### src/hdl/security_fault_monitor_consts.svh
// offsets, field positions, reset values and counts of the fault monitor
`ifndef SECURITY_FAULT_MONITOR_CONSTS_SVH
`define SECURITY_FAULT_MONITOR_CONSTS_SVH
// register offsets
`define SFM_REG_RESET_CAUSE  4'h0
`define SFM_REG_EXC_STATUS   4'h1
`define SFM_REG_EXC_MASK     4'h2
`define SFM_REG_LIGHT_SEL    4'h3
`define SFM_REG_HV_STATUS    4'h4
`define SFM_REG_SP_LIMIT_USR 4'h5
`define SFM_REG_SP_LIMIT_SYS 4'h6
`define SFM_REG_SP_LIMIT_SSM 4'h7
`define SFM_REG_CONFIG       4'h8
`define SFM_REG_MODE         4'h9
// reset cause bits
`define SFM_RC_VOLTAGE   0
`define SFM_RC_FREQ      1
`define SFM_RC_TEMP      2
`define SFM_RC_LIGHT     3
`define SFM_RC_PARITY    4
`define SFM_RC_EXTERNAL  5
`define SFM_RC_W         6
// exception reason bits
`define SFM_EX_NVM_LIGHT 0
`define SFM_EX_FI_PC     1
`define SFM_EX_FI_SP     2
`define SFM_EX_FI_PROGRAM_STATUS_WORD_HIGH   3
`define SFM_EX_FI_DES    4
`define SFM_EX_FI_ARITH  5
`define SFM_EX_ECC       6
`define SFM_EX_SP_LIMIT  7
`define SFM_EX_W         8
// light detect selection codes
`define SFM_LSEL_OFF     2'h0
`define SFM_LSEL_FUNC_A  2'h1
`define SFM_LSEL_FUNC_B  2'h2
// config bits
`define SFM_CFG_INV_ECC  0
// reset values
`define SFM_EXC_MASK_RST 8'hff
`define SFM_LSEL_RST     2'h1
`define SFM_RST_CNT      4'h3
`endif

### src/hdl/security_fault_monitor_pkg.sv
// types of the fault monitor
package security_fault_monitor_pkg;
  typedef enum logic [1:0] {
    MODE_USER,
    MODE_SYSTEM,
    MODE_SUPER
  } cpu_mode_t;
  typedef enum logic [1:0] {
    SUB_BOOT,
    SUB_TEST,
    SUB_CONTACTLESS
  } super_mode_t;
  typedef enum logic [1:0] {
    ST_RESET,
    ST_RUN,
    ST_CHIP_RESET
  } mon_state_t;
endpackage

### src/hdl/security_fault_monitor.sv
// fault and tamper monitor: sensor resets, fault exceptions, cause registers
//
// Summary of operation
// - voltage, frequency, temperature or light out of range forces a chip reset.
// - a forced reset aborts the program; an exception interrupts program flow.
// - memory light detector and fault-injection detectors raise exceptions, not resets.
// - fault detection covers PC, SP, status word high, DES and arithmetic units.
// - on a system reset all state except the cause bits and input synchronisers returns to reset; a chip reset spares the cause, sp limits and test lock.
// - the cause of the last reset is recorded and readable.
// - each raised exception leaves a readable reason indication.
// - sensors are on automatically in every mode except factory test.
// - software cannot switch the sensors off.
// - the sensor to reset or exception mapping is fixed in hardware.
// - test mode is disabled permanently once the fuse is blown.
// - stack pointer and limit check exist for user, system and super modes.
// - the active stack pointer reaching its limit raises an exception.
// - high voltage check runs per write, readable only, raises nothing.
// - software picks one of two memory light detectors or disables both.
// - with inverse error correction on, detected errors raise an exception.
// - the memory corrects single-bit errors per byte without software.
// - a program memory parity error forces a chip reset.
`timescale 1ns/1ps
`include "security_fault_monitor_consts.svh"
module security_fault_monitor
  import security_fault_monitor_pkg::*;
#(
  parameter int SP_W = 16                      // stack pointer width
) (
  input  wire logic            i_mclk,           // system clock
  input  wire logic            i_reset_n,        // synchronous reset, active low
  input  wire logic            i_ext_reset_n,    // external reset pin, active low
  input  wire logic            i_sens_voltage,   // voltage out of range
  input  wire logic            i_sens_freq,      // frequency out of range
  input  wire logic            i_sens_temp,      // temperature out of range
  input  wire logic            i_sens_light,     // surface light sensor
  input  wire logic            i_nvm_light_a,    // memory light detect, function a
  input  wire logic            i_nvm_light_b,    // memory light detect, function b
  input  wire logic            i_fi_pc,          // fault on program counter
  input  wire logic            i_fi_sp,          // fault on stack pointer
  input  wire logic            i_fi_program_status_word_high,        // fault on program_status_word_high
  input  wire logic            i_fi_des,         // fault on des coprocessor
  input  wire logic            i_fi_arith,       // fault on arithmetic coprocessor
  input  wire logic            i_ecc_err,        // inverse ecc error detected
  input  wire logic            i_ecc_corr,       // single-bit error corrected
  input  wire logic            i_rom_parity_err, // program memory parity error
  input  wire logic            i_nvm_write,      // nvm write sequence pulse
  input  wire logic            i_hv_ok,          // high voltage sensor result
  input  wire logic            i_test_fuse,      // test mode fuse blown
  input  wire logic [1:0]      i_cpu_mode,       // cpu mode
  input  wire logic [1:0]      i_super_mode,     // super mode sub-mode
  input  wire logic [SP_W-1:0] i_sp,             // active stack pointer
  input  wire logic [3:0]      i_addr,           // register address
  input  wire logic [15:0]     i_wdata,          // register write data
  input  wire logic            i_wr,             // write strobe
  input  wire logic            i_rd,             // read strobe
  output logic [15:0]          o_rdata,          // read data, one cycle later
  output logic                 o_chip_reset,     // forced chip reset request
  output logic                 o_exception,      // exception request to cpu
  output logic                 o_irq,            // level interrupt
  output logic                 o_sensors_on,     // sensors enabled
  output logic                 o_test_avail      // test mode available
);

  if (SP_W < 1 || SP_W > 16) begin : g_bad_sp_w
    $error("SP_W must be 1..16");
  end

  // ==========================================================
  // input synchronisers
  // ==========================================================
  localparam int NS = 19;
  wire  [NS-1:0] raw_in = {i_ext_reset_n, i_sens_voltage, i_sens_freq, i_sens_temp,
                           i_sens_light, i_nvm_light_a, i_nvm_light_b, i_fi_pc, i_fi_sp,
                           i_fi_program_status_word_high, i_fi_des, i_fi_arith, i_ecc_err, i_ecc_corr,
                           i_rom_parity_err, i_nvm_write, i_hv_ok, i_test_fuse, 1'b0};
  logic [NS-1:0] sync1_q;
  logic [NS-1:0] sync2_q;
  always_ff @(posedge i_mclk) begin
    sync1_q <= raw_in;
    sync2_q <= sync1_q;
  end
  wire ext_rst_n = sync2_q[18];
  wire s_volt    = sync2_q[17];
  wire s_freq    = sync2_q[16];
  wire s_temp    = sync2_q[15];
  wire s_light   = sync2_q[14];
  wire nvm_la    = sync2_q[13];
  wire nvm_lb    = sync2_q[12];
  wire fi_pc     = sync2_q[11];
  wire fi_sp     = sync2_q[10];
  wire fi_program_status_word_high   = sync2_q[9];
  wire fi_des    = sync2_q[8];
  wire fi_arith  = sync2_q[7];
  wire ecc_err   = sync2_q[6];
  wire ecc_corr  = sync2_q[5];
  wire parity    = sync2_q[4];
  wire nvm_wr    = sync2_q[3];
  wire hv_ok     = sync2_q[2];
  wire fuse      = sync2_q[1];

  // ==========================================================
  // register decode
  // ==========================================================
  function automatic logic hit(input logic [3:0] a, input logic [3:0] off);
    return a == off;
  endfunction

  wire wr_cause = i_wr && hit(i_addr, `SFM_REG_RESET_CAUSE);
  wire wr_exc   = i_wr && hit(i_addr, `SFM_REG_EXC_STATUS);
  wire wr_mask  = i_wr && hit(i_addr, `SFM_REG_EXC_MASK);
  wire wr_lsel  = i_wr && hit(i_addr, `SFM_REG_LIGHT_SEL);
  wire wr_cfg   = i_wr && hit(i_addr, `SFM_REG_CONFIG);
  wire [2:0] wr_lim;
  assign wr_lim[0] = i_wr && hit(i_addr, `SFM_REG_SP_LIMIT_USR);
  assign wr_lim[1] = i_wr && hit(i_addr, `SFM_REG_SP_LIMIT_SYS);
  assign wr_lim[2] = i_wr && hit(i_addr, `SFM_REG_SP_LIMIT_SSM);

  // ==========================================================
  // test mode lock and sensor enable
  // ==========================================================
  logic test_locked_q;
  // once the fuse reads blown, the lock holds until a system reset (i_reset_n low)
  always_ff @(posedge i_mclk) begin
    if (!i_reset_n) begin
      test_locked_q <= 1'b0;
    end else if (fuse) begin
      test_locked_q <= 1'b1;
    end
  end
  wire test_avail = !test_locked_q && !fuse;
  wire in_test    = (i_cpu_mode == 2'(MODE_SUPER)) && (i_super_mode == 2'(SUB_TEST))
                    && test_avail;
  // no register bit feeds this; software has no way to drop it
  wire sensors_on = !in_test;

  // ==========================================================
  // fixed response mapping
  // ==========================================================
  wire [`SFM_RC_W-1:0] rst_ev;
  assign rst_ev[`SFM_RC_VOLTAGE]  = sensors_on && s_volt;
  assign rst_ev[`SFM_RC_FREQ]     = sensors_on && s_freq;
  assign rst_ev[`SFM_RC_TEMP]     = sensors_on && s_temp;
  assign rst_ev[`SFM_RC_LIGHT]    = sensors_on && s_light;
  assign rst_ev[`SFM_RC_PARITY]   = parity;
  assign rst_ev[`SFM_RC_EXTERNAL] = !ext_rst_n;
  wire force_reset = |rst_ev[`SFM_RC_PARITY:`SFM_RC_VOLTAGE];

  logic [1:0] lsel_q;
  logic       inv_ecc_q;
  wire nvm_light = (lsel_q == `SFM_LSEL_FUNC_A && nvm_la)
                   || (lsel_q == `SFM_LSEL_FUNC_B && nvm_lb);

  // ==========================================================
  // stack pointer limits, one per mode group
  // ==========================================================
  logic [SP_W-1:0] lim_q [3];
  wire  [2:0]      sp_at_lim;
  wire  [1:0]      mode_idx = (i_cpu_mode > 2'(MODE_SUPER)) ? 2'(MODE_SUPER) : i_cpu_mode;
  genvar g;
  generate
    for (g = 0; g < 3; g++) begin : g_sp
      always_ff @(posedge i_mclk) begin
        if (!i_reset_n) begin
          lim_q[g] <= '0;
        end else if (wr_lim[g]) begin
          lim_q[g] <= i_wdata[SP_W-1:0];
        end
      end
      // limit zero means unconfigured
      assign sp_at_lim[g] = (mode_idx == 2'(g)) && (lim_q[g] != '0)
                            && (i_sp >= lim_q[g]);
    end
  endgenerate

  wire [`SFM_EX_W-1:0] exc_ev;
  assign exc_ev[`SFM_EX_NVM_LIGHT] = nvm_light;
  assign exc_ev[`SFM_EX_FI_PC]     = fi_pc;
  assign exc_ev[`SFM_EX_FI_SP]     = fi_sp;
  assign exc_ev[`SFM_EX_FI_PROGRAM_STATUS_WORD_HIGH]   = fi_program_status_word_high;
  assign exc_ev[`SFM_EX_FI_DES]    = fi_des;
  assign exc_ev[`SFM_EX_FI_ARITH]  = fi_arith;
  assign exc_ev[`SFM_EX_ECC]       = inv_ecc_q && ecc_err;
  assign exc_ev[`SFM_EX_SP_LIMIT]  = |sp_at_lim;

  // ==========================================================
  // state machine: hold a forced reset for a few cycles
  // ==========================================================
  mon_state_t state_q;
  mon_state_t state_d;
  logic [3:0] rst_cnt_q;
  always_comb begin
    state_d = state_q;
    case (state_q)
      ST_RESET: begin
        state_d = ST_RUN;
      end
      ST_RUN: begin
        if (force_reset) state_d = ST_CHIP_RESET;
      end
      ST_CHIP_RESET: begin
        if (rst_cnt_q == 4'h0) state_d = ST_RESET;
      end
      default: begin
        state_d = ST_RESET;
      end
    endcase
  end
  always_ff @(posedge i_mclk) begin
    if (!i_reset_n) begin
      state_q   <= ST_RESET;
      rst_cnt_q <= `SFM_RST_CNT;
    end else begin
      state_q   <= state_d;
      rst_cnt_q <= (state_q == ST_CHIP_RESET) ? rst_cnt_q - 4'h1 : `SFM_RST_CNT;
    end
  end

  // ==========================================================
  // cause and reason registers
  // ==========================================================
  logic [`SFM_RC_W-1:0] cause_q;
  logic [`SFM_EX_W-1:0] exc_q;
  logic [`SFM_EX_W-1:0] mask_q;
  logic                 hv_fail_q;
  logic                 hv_done_q;
  logic [7:0]           corr_cnt_q;
  wire  [`SFM_RC_W-1:0] cause_clr = wr_cause ? i_wdata[`SFM_RC_W-1:0] : '0;
  wire  [`SFM_EX_W-1:0] exc_clr   = wr_exc ? i_wdata[`SFM_EX_W-1:0] : '0;
  wire                  hv_clr    = i_wr && hit(i_addr, `SFM_REG_HV_STATUS) && i_wdata[0];

  // cause bits take no system reset: they must outlive the reset they name
  always_ff @(posedge i_mclk) begin
    cause_q <= (cause_q & ~cause_clr) | rst_ev;
  end

  always_ff @(posedge i_mclk) begin
    if (!i_reset_n || state_q == ST_CHIP_RESET) begin
      exc_q      <= '0;
      mask_q     <= `SFM_EXC_MASK_RST;
      lsel_q     <= `SFM_LSEL_RST;
      inv_ecc_q  <= 1'b0;
      hv_fail_q  <= 1'b0;
      hv_done_q  <= 1'b0;
      corr_cnt_q <= 8'h00;
    end else begin
      exc_q <= (exc_q & ~exc_clr) | exc_ev;
      if (wr_mask) mask_q <= i_wdata[`SFM_EX_W-1:0];
      if (wr_lsel) lsel_q <= i_wdata[1:0];
      if (wr_cfg) inv_ecc_q <= i_wdata[`SFM_CFG_INV_ECC];
      if (nvm_wr) begin
        hv_fail_q <= !hv_ok;
        hv_done_q <= 1'b1;
      end else if (hv_clr) begin
        hv_done_q <= 1'b0;
      end
      // correction is done in the memory; only counted here
      if (ecc_corr && corr_cnt_q != 8'hff) corr_cnt_q <= corr_cnt_q + 8'h01;
    end
  end

  // ==========================================================
  // read mux and outputs
  // ==========================================================
  logic [15:0] rd_mux;
  always_comb begin
    rd_mux = 16'h0000;
    case (i_addr)
      `SFM_REG_RESET_CAUSE:  rd_mux = 16'(cause_q);
      `SFM_REG_EXC_STATUS:   rd_mux = 16'(exc_q);
      `SFM_REG_EXC_MASK:     rd_mux = 16'(mask_q);
      `SFM_REG_LIGHT_SEL:    rd_mux = 16'(lsel_q);
      `SFM_REG_HV_STATUS:    rd_mux = {corr_cnt_q, 6'h00, hv_fail_q, hv_done_q};
      `SFM_REG_SP_LIMIT_USR: rd_mux = 16'(lim_q[0]);
      `SFM_REG_SP_LIMIT_SYS: rd_mux = 16'(lim_q[1]);
      `SFM_REG_SP_LIMIT_SSM: rd_mux = 16'(lim_q[2]);
      `SFM_REG_CONFIG:       rd_mux = 16'(inv_ecc_q);
      `SFM_REG_MODE:         rd_mux = {13'h0000, test_avail, sensors_on, test_locked_q};
      default:               rd_mux = 16'h0000;
    endcase
  end

  wire exc_pending = |(exc_q & ~mask_q);
  always_ff @(posedge i_mclk) begin
    if (!i_reset_n) begin
      o_rdata      <= 16'h0000;
      o_chip_reset <= 1'b0;
      o_exception  <= 1'b0;
      o_irq        <= 1'b0;
      o_sensors_on <= 1'b1;
      o_test_avail <= 1'b0;
    end else begin
      o_rdata      <= i_rd ? rd_mux : 16'h0000;
      o_chip_reset <= state_d == ST_CHIP_RESET;
      o_exception  <= |exc_ev && state_q == ST_RUN;
      o_irq        <= exc_pending;
      o_sensors_on <= sensors_on;
      o_test_avail <= test_avail;
    end
  end

endmodule

### config.mk
export PLATFORM = sky130hd
export DESIGN_NAME = security_fault_monitor
export DESIGN_NICKNAME = d
export VERILOG_FILES = /design/src/hdl/security_fault_monitor_pkg.sv /design/src/hdl/security_fault_monitor.sv
export VERILOG_INCLUDE_DIRS = /design/src /design/src/hdl
export SDC_FILE = /design/constraint.sdc
export NUM_CORES = 1
export LEC_CHECK = 0
export BUFFER_PORTS_ARGS = -buffer_cell sky130_fd_sc_hd__buf_2
export CORE_MARGIN = 4
export CORE_UTILIZATION = 41
export DETAILED_ROUTE_END_ITERATION = 10
export PLACE_DENSITY = 0.62
export SYNTH_ARGS = -nofsm -noshare
export SYNTH_HDL_FRONTEND = slang
export SYNTH_SLANG_ARGS = --single-unit
### constraint.sdc
create_clock -name i_mclk -period 2.3 [get_ports i_mclk]
set_input_delay 0.46 -clock i_mclk [delete_from_list [all_inputs] [get_ports i_mclk]]
set_output_delay 0.46 -clock i_mclk [all_outputs]
set_load 0.01 [all_outputs]
==> flow_metrics.env <==
export IMPL_post_cts_resized=0
export IMPL_p_per_area_nw_per_um2=763
export IMPL_io_pins=83
export IMPL_cp_slowest_stage_delay_ps=460
export IMPL_hp_class="input pin to register"
export IMPL_post_drt_wl_per_cell_um=18.8
export IMPL_place_hpwl_um=14400
export IMPL_tightest_slew_ps=594
export IMPL_worstPathRequired_ps=2600
export IMPL_whs_ps=134
export IMPL_syn_avg_cell_area_um2=10.3
export IMPL_slew_limit_headroom_pct=60.3
export IMPL_htreeDepth=4
export IMPL_final_min_clock_period_ps=2170
export IMPL_place_congestion=0.901
export IMPL_post_synth_top_count_cell="dfxtp_1"
export IMPL_top_usage_layer="met2"
export IMPL_vias=5193
export IMPL_cts_buffers=17
export IMPL_synth_fp_nets=754
export IMPL_ys_types=57
export IMPL_drc_errors=0
export IMPL_crit_chain="inv_1, ha_1, o211ai_1, a21oi_1, o41ai_1, a2111oi_0, o211ai_1, a311oi_1"
export IMPL_drive_gt1_share_pct=20.3
export IMPL_die_h_um=135
export IMPL_grt_pass1_wl_um=28700
export IMPL_grt_max_degree=20
export IMPL_fmax_ghz=0.462
export IMPL_initial_core_util_pct=41.7
export IMPL_maxSlewViolCount=0
export IMPL_synthesis_area_um2=6630
export IMPL_rsz0062_at_grt="false"
export IMPL_cp_max_fo=2
export IMPL_fin_area_um2=7990
export IMPL_yosys_most_used_dff="dfxtp_1"
export IMPL_synthAdderAreaFrac_pct=9.44
export IMPL_yosys_top_cells_area="dfxtp_1, edfxtp_1, ha_1"
export IMPL_ys_async_sr_fraction_pct=0
export IMPL_crit_top_cell="o211ai_1"
export IMPL_drt_iter0_drc=464
export IMPL_ir_drop_mv=0.558
export IMPL_post_synth_top_area_fraction_pct=29.9
export IMPL_globalRouteMet2Util_pct=32.2
export IMPL_grt_usage_pct=20.6
export IMPL_clkLatencyLatePin_ps=420
export IMPL_holdBufCountCts=0
export IMPL_clock_skew_final_ps=8.33
export IMPL_power_leakage_nw=3.47
export IMPL_rows=46
export IMPL_grt_ovfl_total=0
export IMPL_grtUsageMet3_pct=3.79
export IMPL_synth_top_area_cell="dfxtp_1"
export IMPL_critPathLaunchType="register"
export IMPL_period_share_pct=94.2
export IMPL_clock_path_buffers=2
export IMPL_post_cts_buffers=0
export IMPL_first_pass_iters=5
export IMPL_clk_pin_slew_ps=70
export IMPL_drtAntennaViolNets=0
export IMPL_cts_root_buf="clkbuf_16"
export IMPL_drt_wl_total_um=18400
export IMPL_slowest_stage="edfxtp_1"
export IMPL_clkSinkCount=147
export IMPL_worstSetupPathType="register to register"
export IMPL_crit_family="compound AO/OA/AOI/OAI gates"
export IMPL_port_buffers=82
export IMPL_area_growth_pct=20.6
export IMPL_hold_viol=0
export IMPL_finalSetupViolations=0
export IMPL_cts_tree="done"
export IMPL_use_met1_pct=28.6
export IMPL_path_buf_inv=1
export IMPL_setup_worst_path_start="lim_q[2][1]$_SDFFCE_PN0P_"
export IMPL_synth_top_family_by_area="simple AND/OR/NAND/NOR gates"
export IMPL_syn_inst=642
export IMPL_muxShareOfSynthArea_pct=0.906
export IMPL_synth_edf_count=48
export IMPL_min_from="i_fi_des"
export IMPL_die_area_um2=18300
export IMPL_drv_cap=0
export IMPL_ys_warnings_count=0
export IMPL_synth_xor_area_share_pct=1.19
export IMPL_synthSimpleGateAreaFrac_pct=18.5
export IMPL_viasPerCell=5.30
export IMPL_synthTopCellsByCount="dfxtp_1, nand2_1, inv_1, and2_1, ha_1"
export IMPL_core_um2=15900
export IMPL_arrival_ps=2460
export IMPL_place_area_um2=7440
export IMPL_antenna_found_initial=0
export IMPL_ys_seq_area_share_pct=51.6
export IMPL_outcome="complete, no violations"
export IMPL_antenna_cells=0
export IMPL_endpoint_kind="register"
export IMPL_synth_compound_area_share_pct=13.3
export IMPL_grt_pass1_vias=5208
export IMPL_die_x_um=135
export IMPL_yosys_register_bits=147
export IMPL_r2r_start="lim_q[2][1]$_SDFFCE_PN0P_"
export IMPL_final_nets=862
## per-layer routing
metal | vias up | routed length (um)
met2 | 197 | 8520
li1 | 2508 | -
met5 | - | 0
met4 | 0 | 427
met1 | 2453 | 8090
met3 | 35 | 1340
## placed cells by master, fill, tap and decap left out, types with 10 or more instances in the layout
cell type / n
dfxtp_1: 99
buf_2: 82
nand2_1: 63
inv_1: 60
and2_1: 52
ha_1: 50
edfxtp_1: 48
nor2_1: 34
a22oi_1: 32
a21oi_1: 29
buf_4: 24
clkbuf_16: 17
nand3_1: 15
nor4_1: 14
o21ai_0: 12
nand4_1: 10
## through the flow
stage | setup WS [ps] | TNS, ps | power [mW] | instances | utilization, %
after floorplan | 279 | 0 | 3.27 | 642 | -
after global placement | 24.2 | 0 | 3.54 | 947 | 46.8
after detailed placement | -4.66 | -4.66 | 3.56 | 947 | 46.8
after CTS | 160 | 0 | 6.14 | 979 | 50.3
after global routing | 36.8 | 0 | 6.33 | 979 | 50.3
final | 134 | 0 | 6.10 | 979 | 50.3
## flip-flops by register name (all words and copies together), names as in the netlist, 4 cells and up
name	count
mask_q	8
cause_q	6
sync1_q	18
lim_q	48
sync2_q	18
exc_q	8
corr_cnt_q	8
rst_cnt_q	4
o_rdata	16
## worst paths after layout
path | to | slack (ps) | cells past startpoint
setup / recovery | o_exception$_SDFF_PN0_ | 130 | 8
hold / removal | sync1_q[8]$_DFF_P_ | 130 | 1
setup reg to reg | o_exception$_SDFF_PN0_ | 130 | 8
hold reg to reg | sync2_q[1]$_DFF_P_ | 330 | 0
## cell type report
class,instances,area [um2]
multi-input cells,415,2870
flip-flops and latches,147,3420
inverters,60,225
fillers,1500,7890
clock buffers,19,443
repair buffers,109,651
well taps,216,270
clock inverters,13,110
## cell families (layout without fill, tap and decap cells)
kind of cell	Yosys count	count (layout)
AO/OA/AOI/OAI	126	126
XOR/XNOR	9	9
adder cells (fa/ha/maj)	50	50
buffers and inverters	80	201
flip-flops	147	147
multiplexers	6	6
AND/OR/NAND/NOR	224	224
## power breakdown
part	internal, mW	leakage [nW]	switching, mW
registers	2.81	1.28	0.113
logic	0.245	1.91	0.339
clock network	1.44	0.278	1.15
total	4.50	3.47	1.60
Power figures use the tool's default switching activity.
